$ cat config.mk
export PLATFORM = sky130hd
export DESIGN_NAME = ncsib_top
export DESIGN_NICKNAME = d
export VERILOG_FILES = /design/src/rtl/ncsib_pkg.sv /design/src/rtl/ncsib_top.sv /design/src/rtl/ncsib_flag.sv
export SDC_FILE = /design/constraint.sdc
export NUM_CORES = 1
export LEC_CHECK = 0
export BUFFER_PORTS_ARGS = -buffer_cell sky130_fd_sc_hd__buf_4
export CORE_MARGIN = 3
export CORE_UTILIZATION = 45
export DETAILED_ROUTE_END_ITERATION = 10
export PLACE_DENSITY = 0.78
export SKIP_LAST_GASP = 1
export SLEW_MARGIN = 25
export SYNTH_ARGS = -nofsm -noshare
export SYNTH_HDL_FRONTEND = slang
export SYNTH_SLANG_ARGS = --single-unit
$ cat constraint.sdc
create_clock -name ref_clk -period 2.9 [get_ports ref_clk]
set_input_delay 0.58 -clock ref_clk [delete_from_list [all_inputs] [get_ports ref_clk]]
set_output_delay 0.58 -clock ref_clk [all_outputs]
set_load 0.005 [all_outputs]
$ cat src/rtl/ncsib_pkg.sv
/*
  constants of the network control/status register bit bank: field
  positions, register select code, reset values.
  assumes a single 16-bit register data port with a 2-bit select.
*/
package ncsib_pkg;
  localparam logic [1:0] MAIN_SEL        = 2'h0;
  localparam int         BIT_SETUP_REQ   = 0;
  localparam int         BIT_RUN         = 1;
  localparam int         BIT_HALT        = 2;
  localparam int         BIT_TX_DEMAND   = 3;
  localparam int         BIT_TX_ACTIVE   = 4;
  localparam int         BIT_RX_ACTIVE   = 5;
  localparam int         BIT_IRQ_ALLOW   = 6;
  localparam int         BIT_IRQ_SUMMARY = 7;
  localparam int         BIT_SETUP_DONE  = 8;
  localparam int         BIT_TX_EVENT    = 9;
  localparam int         BIT_RX_EVENT    = 10;
  localparam int         BIT_DMA_TIMEOUT = 11;
  localparam int         BIT_MISSED      = 12;
  localparam int         BIT_COLLISION   = 13;
  localparam int         BIT_OVERLONG    = 14;
  localparam int         BIT_ERR_SUMMARY = 15;
  localparam logic       HALT_RESET      = 1'b1;
  localparam logic       FLAG_RESET      = 1'b0;
endpackage : ncsib_pkg

$ cat src/rtl/ncsib_top.sv
/*
  main control/status register bit bank of a network controller:
  event flags, interrupt summary and allow, rx/tx active indicators.
  assumes the ring engine supplies one-cycle event strobes and sees
  halt/run/setup through the outputs here; error flags come in ready.
*/
module ncsib_top (
  input  wire logic        ref_clk,
  input  wire logic        rst_n,
  input  wire logic        clk_en,
  input  wire logic [1:0]  reg_sel,
  input  wire logic        wr_en,
  input  wire logic [15:0] wr_data,
  output logic      [15:0] rd_data,
  input  wire logic        tx_final_wb,
  input  wire logic        tx_fail_stop,
  input  wire logic        rx_final_wb,
  input  wire logic        rx_fail_stop,
  input  wire logic        setup_finished,
  input  wire logic        receive_disable_option,
  input  wire logic        transmit_disable_option,
  input  wire logic        underflow_flag,
  input  wire logic        descriptor_chain_error,
  input  wire logic        retry_exhausted_flag,
  input  wire logic        overlong_transmit_flag,
  input  wire logic        missed_frame_flag,
  input  wire logic        collision_flag,
  input  wire logic        dma_timeout_flag,
  input  wire logic        tx_demand_ack,
  output logic             halt_bit,
  output logic             run_bit,
  output logic             setup_req,
  output logic             irq_req
);
  import ncsib_pkg::*;

  ////////////////////////////////////////////////////////////////////////
  // decode
  wire main_wr = wr_en && (reg_sel == MAIN_SEL);
  wire wr_halt = main_wr && wr_data[BIT_HALT];
  wire wr_run  = main_wr && wr_data[BIT_RUN] && !wr_data[BIT_HALT];
  wire wr_setup = main_wr && wr_data[BIT_SETUP_REQ] && !wr_data[BIT_HALT];
  // halt edge: the moment every other bit is wiped
  wire halt_set = wr_halt;

  ////////////////////////////////////////////////////////////////////////
  // event flags
  logic transmit_event;
  logic receive_event;
  logic setup_complete;
  logic tx_demand_reg;
  logic receiver_active_reg;
  logic transmitter_active_reg;
  logic irq_allow_reg;
  logic run_reg;
  logic setup_req_reg;
  logic halt_reg;

  ncsib_flag u_tx_event (
    .ref_clk  (ref_clk),
    .rst_n    (rst_n),
    .clk_en   (clk_en),
    .set_ev   (tx_final_wb || tx_fail_stop),
    .wr_clear (main_wr && wr_data[BIT_TX_EVENT]),
    .halt_clr (halt_set),
    .flag_q   (transmit_event)
  );

  ncsib_flag u_rx_event (
    .ref_clk  (ref_clk),
    .rst_n    (rst_n),
    .clk_en   (clk_en),
    .set_ev   (rx_final_wb || rx_fail_stop),
    .wr_clear (main_wr && wr_data[BIT_RX_EVENT]),
    .halt_clr (halt_set),
    .flag_q   (receive_event)
  );

  // only a finish of a sequence actually requested counts
  ncsib_flag u_setup_done (
    .ref_clk  (ref_clk),
    .rst_n    (rst_n),
    .clk_en   (clk_en),
    .set_ev   (setup_finished && setup_req_reg),
    .wr_clear (main_wr && wr_data[BIT_SETUP_DONE]),
    .halt_clr (halt_set),
    .flag_q   (setup_complete)
  );

  ////////////////////////////////////////////////////////////////////////
  // summary and interrupt
  // error flags are masked by halt since their owner clears them later
  wire err_live = !halt_reg;
  wire irq_summary = (err_live && (overlong_transmit_flag ||
                      missed_frame_flag || dma_timeout_flag)) ||
                     receive_event || transmit_event ||
                     setup_complete;
  wire err_summary = err_live && (overlong_transmit_flag ||
                     collision_flag || missed_frame_flag ||
                     dma_timeout_flag);

  logic irq_allow_next;
  assign irq_allow_next = halt_set ? 1'b0 :
                          main_wr  ? wr_data[BIT_IRQ_ALLOW] :
                          irq_allow_reg;

  ////////////////////////////////////////////////////////////////////////
  // command bits
  logic halt_next;
  logic run_next;
  logic setup_req_next;
  logic tx_demand_next;
  assign halt_next = halt_set ? 1'b1 :
                     (wr_run || wr_setup) ? 1'b0 : halt_reg;
  assign run_next = halt_set ? 1'b0 : (wr_run || run_reg);
  assign setup_req_next = halt_set ? 1'b0 : (wr_setup || setup_req_reg);
  assign tx_demand_next = halt_set ? 1'b0 :
                          (main_wr && wr_data[BIT_TX_DEMAND]) ? 1'b1 :
                          tx_demand_ack ? 1'b0 : tx_demand_reg;

  ////////////////////////////////////////////////////////////////////////
  // active indicators
  // start taken only after setup completed; options sampled then
  wire start_now = wr_run && setup_complete;
  wire rx_kill = halt_set || dma_timeout_flag;
  wire tx_kill = halt_set || dma_timeout_flag || underflow_flag ||
                 descriptor_chain_error || retry_exhausted_flag;
  logic receiver_active_next;
  logic transmitter_active_next;
  assign receiver_active_next = rx_kill ? 1'b0 :
    (start_now && !receive_disable_option) ? 1'b1 :
    receiver_active_reg;
  assign transmitter_active_next = tx_kill ? 1'b0 :
    (start_now && !transmit_disable_option) ? 1'b1 :
    transmitter_active_reg;

  ////////////////////////////////////////////////////////////////////////
  // read view, writes to read-only bits fall away
  logic [15:0] rd_view;
  assign rd_view = {err_summary,
                    err_live && overlong_transmit_flag,
                    err_live && collision_flag,
                    err_live && missed_frame_flag,
                    err_live && dma_timeout_flag,
                    receive_event, transmit_event, setup_complete,
                    irq_summary, irq_allow_reg,
                    receiver_active_reg, transmitter_active_reg,
                    tx_demand_reg, halt_reg, run_reg,
                    setup_req_reg};
  // other selects are outside this bank and read zero
  wire [15:0] rd_next = (reg_sel == MAIN_SEL) ? rd_view : 16'h0000;

  ////////////////////////////////////////////////////////////////////////
  // registers
  always_ff @(posedge ref_clk) begin
    if (!rst_n) begin
      halt_reg               <= HALT_RESET;
      run_reg                <= FLAG_RESET;
      setup_req_reg          <= FLAG_RESET;
      tx_demand_reg          <= FLAG_RESET;
      irq_allow_reg          <= FLAG_RESET;
      receiver_active_reg    <= FLAG_RESET;
      transmitter_active_reg <= FLAG_RESET;
    end else if (clk_en) begin
      halt_reg               <= halt_next;
      run_reg                <= run_next;
      setup_req_reg          <= setup_req_next;
      tx_demand_reg          <= tx_demand_next;
      irq_allow_reg          <= irq_allow_next;
      receiver_active_reg    <= receiver_active_next;
      transmitter_active_reg <= transmitter_active_next;
    end
  end

  // outputs registered; irq lands on the same edge as the bits it reflects
  always_ff @(posedge ref_clk) begin
    if (!rst_n) begin
      rd_data   <= 16'h0000;
      halt_bit  <= HALT_RESET;
      run_bit   <= FLAG_RESET;
      setup_req <= FLAG_RESET;
      irq_req   <= FLAG_RESET;
    end else if (clk_en) begin
      rd_data   <= rd_next;
      halt_bit  <= halt_next;
      run_bit   <= run_next;
      setup_req <= setup_req_next;
      irq_req   <= irq_allow_next && irq_summary_nx;
    end
  end

  ////////////////////////////////////////////////////////////////////////
  // summary as it will stand after this edge, so irq tracks the bits
  logic tx_event_nx;
  logic rx_event_nx;
  logic setup_done_nx;
  logic irq_summary_nx;
  assign tx_event_nx = halt_set ? 1'b0 :
    (tx_final_wb || tx_fail_stop) ? 1'b1 :
    (main_wr && wr_data[BIT_TX_EVENT]) ? 1'b0 : transmit_event;
  assign rx_event_nx = halt_set ? 1'b0 :
    (rx_final_wb || rx_fail_stop) ? 1'b1 :
    (main_wr && wr_data[BIT_RX_EVENT]) ? 1'b0 : receive_event;
  assign setup_done_nx = halt_set ? 1'b0 :
    (setup_finished && setup_req_reg) ? 1'b1 :
    (main_wr && wr_data[BIT_SETUP_DONE]) ? 1'b0 : setup_complete;
  assign irq_summary_nx = (!halt_next && (overlong_transmit_flag ||
                           missed_frame_flag || dma_timeout_flag)) ||
                          tx_event_nx || rx_event_nx ||
                          setup_done_nx;
endmodule : ncsib_top

$ cat src/rtl/ncsib_flag.sv
/*
  one sticky event flag: hardware set, write-one clear, halt clear.
  assumes set, clear and halt are on the same clock.
*/
module ncsib_flag (
  input  wire logic ref_clk,
  input  wire logic rst_n,
  input  wire logic clk_en,
  input  wire logic set_ev,
  input  wire logic wr_clear,
  input  wire logic halt_clr,
  output logic      flag_q
);
  import ncsib_pkg::*;
  logic flag_next;
  // halt wins; otherwise a same-cycle event beats the host clear
  assign flag_next = halt_clr ? 1'b0 :
                     set_ev   ? 1'b1 :
                     wr_clear ? 1'b0 : flag_q;
  always_ff @(posedge ref_clk) begin
    if (!rst_n) flag_q <= FLAG_RESET;
    else if (clk_en) flag_q <= flag_next;
  end
endmodule : ncsib_flag

# After elaboration in Yosys (flattened, before gate mapping)
# Index checks and enable logic that the tools add are counted.
dict set report totals {
  regBits 27
  output_inout_bits 20
  wordCells 89
  input_bits 37
}
dict set report op_classes {
  n_reduce_logical 54
  muxes 23
}
# op n
set ops {}
lappend ops {{1-bit logical AND} 22}
lappend ops {{1-bit two-way mux} 22}
lappend ops {{1-bit logical OR} 20}
lappend ops {{16-bit two-way mux} 1}
lappend ops {{2-bit AND reduction} 3}
lappend ops {{1-bit zero test} 5}
lappend ops {{2-bit nonzero test} 2}
lappend ops {{3-bit nonzero test} 1}
lappend ops {{2-bit zero test} 1}

# Depth between registers and ports, before layout
# Gate-level depths: netlist of the first run.
dict set report depth {
  ltp_word 13
  depth_mapped 5
  depth_no_buf 4
}

# Hierarchy
# From an unflattened synthesis of the first run, not the netlist that was laid out.
dict set report hier_totals {
  hier_cells 136
  hier_area_um2 1266.2
}
# module instances seq_area_each_um2 cells_each area_per_inst_um2
set by_module_without_submodules {}
lappend by_module_without_submodules {ncsib_top 1 480.5 124 1134.8}
lappend by_module_without_submodules {ncsib_flag 3 20.0 4 43.8}

# Worst setup path after synthesis of the first run
# No wires, ideal clock.
dict set report synth_path {
  path_type {input -> register}
  start {in reg_sel[1]}
  end {reg irq_req}
  path_buffers 0
  setup_ns 0.074
  path_slack_ns 1.472
  arrival_time_ns 1.353
  stages 4
  required_ns 2.826
  cell_sequence {nor3b_4 > o21ai_2 > a211o_1 > a31oi_1}
}
dict set report synth_via {
  elab_chain_len 13
  elab_cells_between_ends 30
  classes_between {mux (13); reduce/logical (17)}
}
# item line_no
set synth_rtl {}
lappend synth_rtl {{start, declared} ncsib_top.sv:11} ;# input wire logic [1:0] reg_sel,
lappend synth_rtl {{2-bit zero test (*)} ncsib_top.sv:39} ;# wire main_wr = wr_en && (reg_sel == MAIN_SEL);
lappend synth_rtl {{1-bit logical AND (*)} ncsib_top.sv:39}
lappend synth_rtl {{1-bit logical AND, on equally long branches (2 in a row)} {ncsib_top.sv:41, ncsib_top.sv:42}}
lappend synth_rtl {{1-bit logical OR} ncsib_top.sv:114} ;# (wr_run || wr_setup) ? 1'b0 : halt_reg;
lappend synth_rtl {{1-bit two-way mux} ncsib_top.sv:114}
lappend synth_rtl {{1-bit two-way mux} ncsib_top.sv:113} ;# assign halt_next = halt_set ? 1'b1 :
lappend synth_rtl {{1-bit zero test} ncsib_top.sv:207} ;# assign irq_summary_nx = (!halt_next && (overlong_transmit_flag ||
lappend synth_rtl {{1-bit logical AND} ncsib_top.sv:207}
lappend synth_rtl {{1-bit logical OR} ncsib_top.sv:208} ;# missed_frame_flag || dma_timeout_flag)) ||
lappend synth_rtl {{1-bit logical OR (2 in a row)} ncsib_top.sv:209} ;# tx_event_nx || rx_event_nx ||
lappend synth_rtl {{1-bit logical AND (*)} ncsib_top.sv:188} ;# irq_req <= irq_allow_next && irq_summary_nx;
lappend synth_rtl {{end signal, assigned} ncsib_top.sv:188}
lappend synth_rtl {{end, declared} ncsib_top.sv:33} ;# output logic irq_req
# Mark *: on every way between the ends. The rest lies on a longest branch, timed or not.
# A chain may end at the register's enable or synchronous reset.

# Final worst setup path of the first run
dict set report layout_path {
  start {reg halt_bit}
  end {out halt_bit}
}
# item line_no
set layout_rtl {}
lappend layout_rtl {{start, declared} ncsib_top.sv:30} ;# output logic halt_bit,
lappend layout_rtl {{start signal, assigned} ncsib_top.sv:185} ;# halt_bit <= halt_next;
# No word-level cell between the ends.

==> results.md, run 1 <==
- Leakage: ~0.65 nW
- Final Hold Viols: 0
- # DRC: 0
- Initial DRC Count: 23
- Antenna violations before repair: 0
- Period Utilization, post-route: between 50% and 60%
- CORE AREA: between 0.002 and 0.0025 mm2
- Synth area leader: dfxtp_1
- Worst Path Max Fanout: 6
- Antenna Nets Post-Route: 0
- DR WL/cell: between 10 and 15 um
- GRT busiest layer: met2
- Initial Util: 50.3%
- Final setup fails: 0
- Count of pins over their slew limit: 0
- Synthesized area per cell: 9.57 um2
- Synthesized area: about 0.0012 mm2
- M3 GR Usage: 2.71%
- RSZ-0062 raised after global routing: no
- Max cap viols: 0
- Worst EP arrival: 0.95 ns
- Setup CP Type: reg2out
- Flops & latches, synth: 27
- N_diodes: 0
- Share of layout cells above drive strength 1: roughly 35%
- Grt met2 use: ~33%
- H-tree levels: 1
- Top-area cell type share of the netlist area: between 40% and 50%
- Initial DRT Pass Iterations: 4
- Switch Pwr: about 0.00015 W
- Die Area: 0.00327 mm2
- # resized after CTS: 0
- Crit path buffers/inverters: 1
- Rel. slew slack: 78.1%
- Top Ports: between 50 and 60
- Slew @ Worst Pin: between 0.3 and 0.4 ns
- Vias/cell: approximately 5.5
- Delay-heaviest family, CP: flip-flops
- Synth cell types: 36
- Worst Path Required: 2.32 ns
- Reg power frac: between 60% and 70%
- CTS tree: yes
- Clock share of power: 25.3%
- CP endpoint kind: output port
- Gpl congestion: between 0.8 and 0.9
- Peak supply drop: between 0.3 and 0.4 mV
- Mapped Cells: ~120
- Top post-synthesis cells by area: dfxtp_1, a22oi_1, nor2b_1
- Clk buf depth: 2
- Total track usage: between 10% and 20%
- Max stage delay on crit path: approximately 0.47 ns
- Synthesized Nets: 160
- CTS Sinks: 27
- Num CTS Buffers: 3
- Worst Skew: between 0.001 and 0.0015 ns
- GR Util met1: between 20% and 30%
- Postcts setup bufs: 0
- Clock-pin transition on the worst setup and hold timing paths: 0.14 ns
- Sequential area share after synthesis: 45.9%
- Period minus WS final: approximately 1.5 ns
- Pwr/cell area: 399 mW/mm2
- Final WL: between 2 and 3 mm
- Largest register by flop count: rd_data
- Root buf cell: clkbuf_4
- Final layout net count: 209
- Max reg flops: 16
- Int Power: 0.000478 W
- DPL Wire Length: roughly 2.2 mm
- Fmax: roughly 650 MHz
- Combinational share of power: between 10% and 20%
- Via count: around 1,100
- Ys Warns: 0
- Critical path's slowest cell: dfxtp_1
- P&R area growth vs syn: 34.4%
- Die Y: between 50 and 60 um
- CTS Hold Bufs: 0
- Post-Route Setup TNS: 0 ns
- Setup crit start kind: flip-flop
- Worst hold path type: reg2reg
- Pwr Total: 0.000631 W
- # rows: 17
- Port Buffers: 48
- Largest net degree at the start of global routing: 25
- Die W: roughly 57 um
- Status: completed
- Total grt overflow: 0
- Sw Share: about a quarter
- Clk_lat worst skew: approximately 0.32 ns
- Crit-path cells: buf_4
- First-pass GRT wire length: around 5 mm
- Vias in the first global route: 1,103
cells by family (layout without fill, tap and decap cells):
logic type | count (synthesis) | after routing | synth area share, %
buffers and inverters | 7 | 55 | 2.76
flip-flops | 27 | 27 | 45.9
AND/OR/NAND/NOR | 46 | 46 | 23.8
multiplexers | 2 | 2 | 1.70
AO/OA/AOI/OAI | 41 | 41 | 25.8
Yosys cell counts:
cell type,instances
nor3_1,2
o21ai_2,1
nand2b_1,1
a211oi_2,1
nand4b_1,1
a21boi_1,2
nor3b_2,1
nor4_1,1
nor2b_1,17
o41ai_1,2
nor3b_1,1
o2111a_1,1
o221a_1,1
dfxtp_1,27
a22oi_1,15
inv_2,1
a21boi_0,1
nor2_1,8
nor3b_4,1
o21ai_0,5
buf_2,2
inv_1,1
a21oi_1,4
and4bb_1,1
o31ai_1,1
buf_4,1
clkbuf_1,2
o211a_1,1
a32oi_1,1
and2b_1,1
a21o_1,2
mux2i_1,2
nand2_1,10
and4bb_4,1
a211o_1,1
a31oi_1,2
through the flow:
stage / cells / worst slack [ns] / area [um2] / utilization [%] / hold slack, ns
4_1_cts: 199 / 1.37 / 1580 / 67.6 / 0.486
6_report: 199 / 1.37 / 1580 / 67.6 / 0.486
3_5_place_dp: 195 / 1.22 / 1560 / 66.5 / 0.455
3_3_place_gp: 195 / 1.24 / 1560 / 66.5 / 0.449
5_1_grt: 199 / 1.32 / 1580 / 67.6 / 0.519
2_1_floorplan: 123 / 1.47 / 1180 / - / 0.455
path summary, 6_finish.rpt:
| path | end | startpoint | slack [ns] | cells past startpoint |
|---|---|---|---|---|
| worst max-delay path | halt_bit | halt_bit | 1.37 | 1 |
| worst max register to register | irq_req | u_setup_done.flag_q | 1.79 | 4 |
| worst min-delay path | rd_data[7] | rd_data[7] | 0.49 | 2 |
| worst min register to register | rd_data[7] | rd_data[7] | 0.49 | 2 |
layer usage:
metal  vias up  part of all wire (%)
li1        549                     -
met1       513                    44
met2        36                    48
met3         5                   6.3
met4         0                   1.7
met5         -                     0
layout by cell type (no fill, tap or decap), drive strengths merged, types with 2 or more instances in the layout:
cell type	synthesis	layout
buf	3	49
dfxtp	27	27
nor2b	17	17
a22oi	15	15
nand2	10	10
nor2	8	8
o21ai	6	6
a21oi	4	4
clkbuf	2	3
a21boi	3	3
nor3b	3	3
nor3	2	2
mux2i	2	2
o41ai	2	2
a21o	2	2
a31oi	2	2
inv	2	2
and4bb	2	2
power groups by stage:
stage / logic [W] / registers (W) / clock network, W
floorplan: 0.0000388 / 0.000391 / 0
global placement: 0.0000857 / 0.000391 / 0
detailed placement: 0.0000877 / 0.000392 / 0
CTS: 0.0000881 / 0.000384 / 0.000167
global route: 0.0000963 / 0.000385 / 0.000181
finish: 0.0000878 / 0.000384 / 0.000160
cell type report:
| class | count | area (um2) |
|---|---|---|
| repair buffers | 49 | 368 |
| multi-input cells | 89 | 604 |
| clock inverters | 1 | 5.00 |
| flip-flops and latches | 27 | 541 |
| fillers | 216 | 757 |
| well taps | 28 | 35.0 |
| clock buffers | 3 | 22.5 |
| inverters | 2 | 7.51 |
(Power assumes the default switching activity.)
==> inputs of run 2 (changes only) <==
--- a/config.mk
+++ b/config.mk
@@ -5,11 +5,12 @@
 export SDC_FILE = /design/constraint.sdc
 export NUM_CORES = 1
 export LEC_CHECK = 0
+export ABC_AREA = 1
 export BUFFER_PORTS_ARGS = -buffer_cell sky130_fd_sc_hd__buf_4
 export CORE_MARGIN = 3
-export CORE_UTILIZATION = 45
+export CORE_UTILIZATION = 40
 export DETAILED_ROUTE_END_ITERATION = 10
-export PLACE_DENSITY = 0.78
+export PLACE_DENSITY = 0.74
 export SKIP_LAST_GASP = 1
 export SLEW_MARGIN = 25
 export SYNTH_ARGS = -nofsm -noshare
==> constraint.sdc (replaced) <==
create_clock -name ref_clk -period 1.2 [get_ports ref_clk]
set_input_delay 0.24 -clock ref_clk [delete_from_list [all_inputs] [get_ports ref_clk]]
set_output_delay 0.24 -clock ref_clk [all_outputs]
set_load 0.005 [all_outputs]
==> run 2 against run 1 <==
Compared with the run above: combinational power grew to 2.6 times the previous value; synthesized cell count grew 28%; highest routed layer unchanged; hold slack lost 0.31 ns; sequential power grew 140%; cell count grew 22%.
==> results.md, run 2 <==
- Status: completed
- Worst Path Max Fanout: 4
- CORE AREA: 0.00264 mm2
- Antenna violations before repair: 0
- DPL Wire Length: between 2 and 2.5 mm
- Die W: 60.1 um
- Synthesized area: 0.00117 mm2
- Most common cell in the netlist: nand2_1
- Final core occ: between 60% and 70%
- Setup crit start kind: flip-flop
- Initial Util: between 40% and 50%
- Worst EP arrival: 0.87 ns
- Largest register by flop count: rd_data
- Peak supply drop: 0.881 mV
- Worst hold path type: in2reg
- Share of synthesized registers carrying an async set or reset: 0%
- CP endpoint kind: output port
- Initial DRC Count: 47
- Total grt overflow: 0
- Max reg flops: 16
- Count of pins over their slew limit: 0
- Worst Path Required: 0.96 ns
- N_diodes: 0
- R2r worst-path depth: 4
- Sequential area share after synthesis: ~46%
- RSZ-0062 raised after global routing: no
- Dpl ws: -0.158 ns
- Antenna Nets Post-Route: 0
- Port Buffers: between 40 and 50
- CTS Sinks: 27
- Ys Warns: 0
- Rel. slew slack: a little under 80%
- Share of layout cells above drive strength 1: 36.2%
- Delay-heaviest family, CP: flip-flops
- Period minus WS final: 1.11 ns
- Initial DRT Pass Iterations: 4
- Synth area leader: dfxtp_1
- Gpl congestion: 0.886
- Critical path's slowest cell: dfxtp_1
- Final layout net count: 251
- Die Y: between 60 and 70 um
- Setup WS post-layout: about 0.085 ns
- Synthesized Nets: 194
- Most frequent cells in the layout: buf_4, nand2_1, dfxtp_1
- Commonest cells post-synth: nand2_1, dfxtp_1, a21oi_1
- Max stage delay on crit path: 0.42 ns
- CTS tree: yes
- Period Utilization, post-route: about 93%
- Vias/cell: 4.98
- Die Area: 0.00361 mm2
- Prevailing post-synth register cell: dfxtp_1
- Setup CP Type: reg2out
- DR WL/cell: about 12 um
- Synth cell types: 24
- Total track usage: ~17%
- Final Hold Viols: 0
- Post-Route Setup TNS: 0 ns
- # DRC: 0
- Leakage: 0.721 nW
- Vias in the first global route: ~1,200
- # fillers: roughly 260
- Final WL: approximately 2.8 mm
- Slew @ Worst Pin: between 0.3 and 0.4 ns
- Clk_lat worst skew: roughly 0.31 ns
- Placement Cell Area: 0.00161 mm2
- Most common cell after layout, fill and taps aside: buf_4
- Clock-pin transition on the worst setup and hold timing paths: ~0.13 ns
- Crit path buffers/inverters: 1
- Crit-path cells: buf_4
- Largest net degree at the start of global routing: 20
- Root buf cell: clkbuf_4
- Hold Path Stages: 4
- Top Ports: between 50 and 60
- Finished Cell Area: 0.00163 mm2
- Max cap viols: 0
- # rows: 18
- Synthesized area per cell: roughly 7.4 um2
- Via count: between 1,000 and 1,500
- Top-area cell type share of the netlist area: 46.3%
- Pwr/cell area: around 940 mW/mm2
- Clk buf depth: 2
- P&R area growth vs syn: 39.8%
- Worst Skew: around 0.002 ns
- Fmax: around 900 MHz
- EDFF count, synth: 0
- Mapped Cells: around 160
- Num CTS Buffers: 3
- Final setup fails: 0
- Crit. path cell count: 1
- First-pass GRT wire length: 4.77 mm
- H-tree levels: 1
- Flops & latches, synth: 27
- Top post-synthesis cells by area: dfxtp_1, nand2_1, a21oi_1
- Postcts setup bufs: 0
## run 2: changes by cell type after synthesis, moves of 3 or more
cell / previous run / this run
nand2_2: 0 / 3
nand3_1: 0 / 7
nand2_1: 10 / 55
nor2_1: 8 / 11
a22oi_1: 15 / 0
nor2b_1: 17 / 0
nor2_2: 0 / 3
a21oi_1: 4 / 21
inv_1: 1 / 5
## run 2: logic make-up after synthesis
logic type / count (synthesis) / share of synthesized area [%]
buf+inv: 13 / 4.92
compound gates: 31 / 15.8
simple gates: 86 / 33.0
flops: 27 / 46.3
## run 2: stage by stage
stage               hold WS [ns]  power (W)  instances
global placement           0.447    0.00118        239
detailed placement         0.448    0.00119        239
CTS                        0.172    0.00156        243
finish                     0.177    0.00154        243
floorplan                  0.378    0.00105        157
global route               0.164    0.00162        243
## run 2: final cells by class
class	count	area (um2)	area share, %
repair buffers	57	428	26.2
inverters	8	30.0	1.84
well taps	30	37.5	2.30
flip-flops and latches	27	542	33.2
clock buffers	4	26.3	1.61
multi-input cells	117	571	34.9
## run 2: layer usage
metal / GRT usage, % / routed length (um)
met1: 20.2 / 1190
met2: 29.8 / 1460
met3: 4.32 / 154
met4: 5.06 / 49
met5: 0 / 0
## run 2: power by group
part / switching, W / leakage [nW] / internal (W)
combinational: 0.000109 / 0.487 / 0.000124
sequential: 0.0000188 / 0.219 / 0.000916
clock: 0.000241 / 0.0150 / 0.000130
## run 2: worst paths after layout
check           startpoint             to  slack (ns)
max              setup_req      setup_req        0.09
min          tx_demand_ack  tx_demand_reg        0.18
max reg2reg       halt_bit    rd_data[12]        0.18
min reg2reg  tx_demand_reg  tx_demand_reg        0.47
## run 2: repair_timing
action	in CTS	in global routing
gates resized for setup	1	0
hold buffers	0	0
endpoints found under the setup margin	1	0
==> inputs of run 3 (changes only) <==
--- a/config.mk
+++ b/config.mk
@@ -5,7 +5,7 @@
 export SDC_FILE = /design/constraint.sdc
 export NUM_CORES = 1
 export LEC_CHECK = 0
-export ABC_AREA = 1
+export ABC_AREA = 0
 export BUFFER_PORTS_ARGS = -buffer_cell sky130_fd_sc_hd__buf_4
 export CORE_MARGIN = 3
 export CORE_UTILIZATION = 40
==> run 3 against run 2 <==
Compared with the run above: sequential power decreased by 0.7%; routed wire length increased by 7.7%; final area increased by 3.0%; critical path depth increased by 3; hold slack got worse by 0.013 ns; die area increased by 0.68%; global-route usage increased by 1.3 points; first-iteration DRC count decreased by 32%; via count decreased by 4.0%; critical path type is now reg2reg.
==> results.md, run 3 (synthesis results as in run 1) <==
- Max reg flops: 16
- WHS: about 0.16 ns
- Initial DRC Count: 32
- CTS Hold Bufs: 0
- Largest register by flop count: rd_data
- Root buf cell: clkbuf_4
- Switch Pwr: between 0.0003 and 0.0004 W
- Worst EP arrival: ~1.4 ns
- Top Ports: 57
- Via count: around 1,200
- Reg power frac: roughly three fifths
- Crit path buffers/inverters: 0
- # fillers: between 200 and 300
- Count of pins over their slew limit: 0
- Reg2reg end: irq_req
- Gpl congestion: 0.833
- DR WL/cell: between 10 and 15 um
- Postcts setup bufs: 0
- Num CTS Buffers: 3
- Clk buf depth: 2
- CTS tree: yes
- Clock-pin transition on the worst setup and hold timing paths: around 0.13 ns
- M3 GR Usage: under 10%
- N_diodes: 0
- Max stage delay on crit path: ~0.39 ns
- Pwr/cell area: 929 mW/mm2
- Setup crit start kind: flip-flop
- Period Utilization, post-route: a little over nine tenths
- Int Power: roughly 0.0012 W
- Share of layout cells above drive strength 1: about two fifths
- Delay-heaviest family, CP: compound AO/OA/AOI/OAI gates
- H-tree levels: 1
- CORE AREA: between 0.002 and 0.003 mm2
- Period minus WS final: between 1 and 1.5 ns
- Final WL: around 3.1 mm
- Antenna Nets Post-Route: 0
- Final Hold Viols: 0
- Die Y: about 60 um
- Crit. path cell count: 4
- GR Util met1: between 20 and 25%
- Worst Path Required: about 1.4 ns
- Hold Path Stages: 3
- Status: completed
- GRT busiest layer: met2
- DPL Wire Length: 2.44 mm
- Worst Skew: around 0.0073 ns
- R2r worst-path depth: 4
- Critical path's slowest cell: dfxtp_1
- P&R area growth vs syn: 42.9%
- CTS Sinks: 27
- Most common cell after layout, fill and taps aside: buf_4
- Hold Crit Endpoint: tx_demand_reg
- Combinational share of power: roughly 15%
- Die W: approximately 60 um
- Vias/cell: about 5.5
- Clock share of power: about a quarter
- Sw Share: between 20% and 30%
- Fmax: between 800 and 900 MHz
- R2R Setup Slk: 0.04 ns
- Final layout net count: between 200 and 250
- Hold_sp: wr_data[3]
- Crit-path cells: nor4_2 > a31oi_1 > o21ai_0 > a31oi_1
- Final setup fails: 0
- Grt met2 use: just under 30%
- First-pass GRT wire length: around 5 mm
- Total track usage: a little under a fifth
- Setup CP Type: reg2reg
- Worst Path Max Fanout: 5
- Total grt overflow: 0
- Port Buffers: between 40 and 50
- RSZ-0062 raised after global routing: no
- Antenna violations before repair: 0
- Placement Cell Area: ~0.0016 mm2
- Initial Util: 42.3%
- Initial DRT Pass Iterations: 4
- Largest net degree at the start of global routing: 16
- Rel. slew slack: about 78%
- Peak supply drop: 0.770 mV
- Critical Path Most Common Cell: a31oi_1
- CP endpoint kind: flip-flop
- Die Area: ~0.0036 mm2
- Max cap viols: 0
- Finished Cell Area: about 0.0017 mm2
- Clk_lat worst skew: 0.33 ns
- Leakage: 0.707 nW
- Vias in the first global route: 1,149
- Slew @ Worst Pin: around 0.33 ns
- Worst hold path type: in2reg
- # rows: 19
- Reg2Reg Launch Point: u_tx_event.flag_q
- Most frequent cells in the layout: buf_4, dfxtp_1, nor2b_1
- # DRC: 0
run 3: metal layers:
layer,vias up,share of wire [%]
li1,571,-
met1,541,44
met2,43,48
met3,7,6.1
met4,0,2.2
met5,-,0
run 3: how the worst max path moves through the flow:
| stage | start | end | slack (ns) |
|---|---|---|---|
| 2_1_floorplan | reg_sel[1] | irq_req | 0.11 |
| 3_3_place_gp | reg_sel[1] | rd_data[15] | -0.03 |
| 3_5_place_dp | missed_frame_flag | rd_data[7] | -0.07 |
| 4_1_cts | halt_bit | halt_bit | 0.01 |
| 5_1_grt | u_setup_done.flag_q | irq_req | 0.01 |
| 6_report | u_tx_event.flag_q | irq_req | 0.04 |
run 3: power by group through the flow:
stage / clock (W) / sequential [W] / combinational (W)
finish: 0.000394 / 0.000928 / 0.000240
global route: 0.000437 / 0.000931 / 0.000261
CTS: 0.000415 / 0.000928 / 0.000240
detailed placement: 0 / 0.000947 / 0.000238
global placement: 0 / 0.000947 / 0.000232
floorplan: 0 / 0.000944 / 0.0000938
run 3: metrics by stage:
stage | setup TNS, ns | total power (W) | worst slack, ns | std cells | utilization (%)
floorplan | 0 | 0.00104 | 0.112 | 123 | -
global placement | -0.0744 | 0.00118 | -0.0279 | 208 | 59.2
detailed placement | -0.224 | 0.00119 | -0.0735 | 208 | 59.2
CTS | 0 | 0.00158 | 0.0127 | 212 | 60.2
global route | 0 | 0.00163 | 0.00973 | 212 | 60.5
finish | 0 | 0.00156 | 0.0362 | 212 | 60.5
run 3: worst reg2reg max path, stage by stage (launching register included):
cell     delay (ns)
dfxtp_1        0.39
nor4_2         0.29
a31oi_1        0.07
o21ai_0        0.21
a31oi_1        0.12
run 3: repair_timing:
item,CTS,global route
endpoints found under the setup margin,0,2
resized for setup,0,3
hold endpoints to repair,0,0
run 3: final cells by class:
class	instances	area, um2	area share (%)
clock inverters	1	5.00	0.297
multi-input cells	89	611	36.3
clock buffers	3	22.5	1.34
flip-flops and latches	27	543	32.3
well taps	31	38.8	2.30
repair buffers	59	455	27.1
inverters	2	7.51	0.446
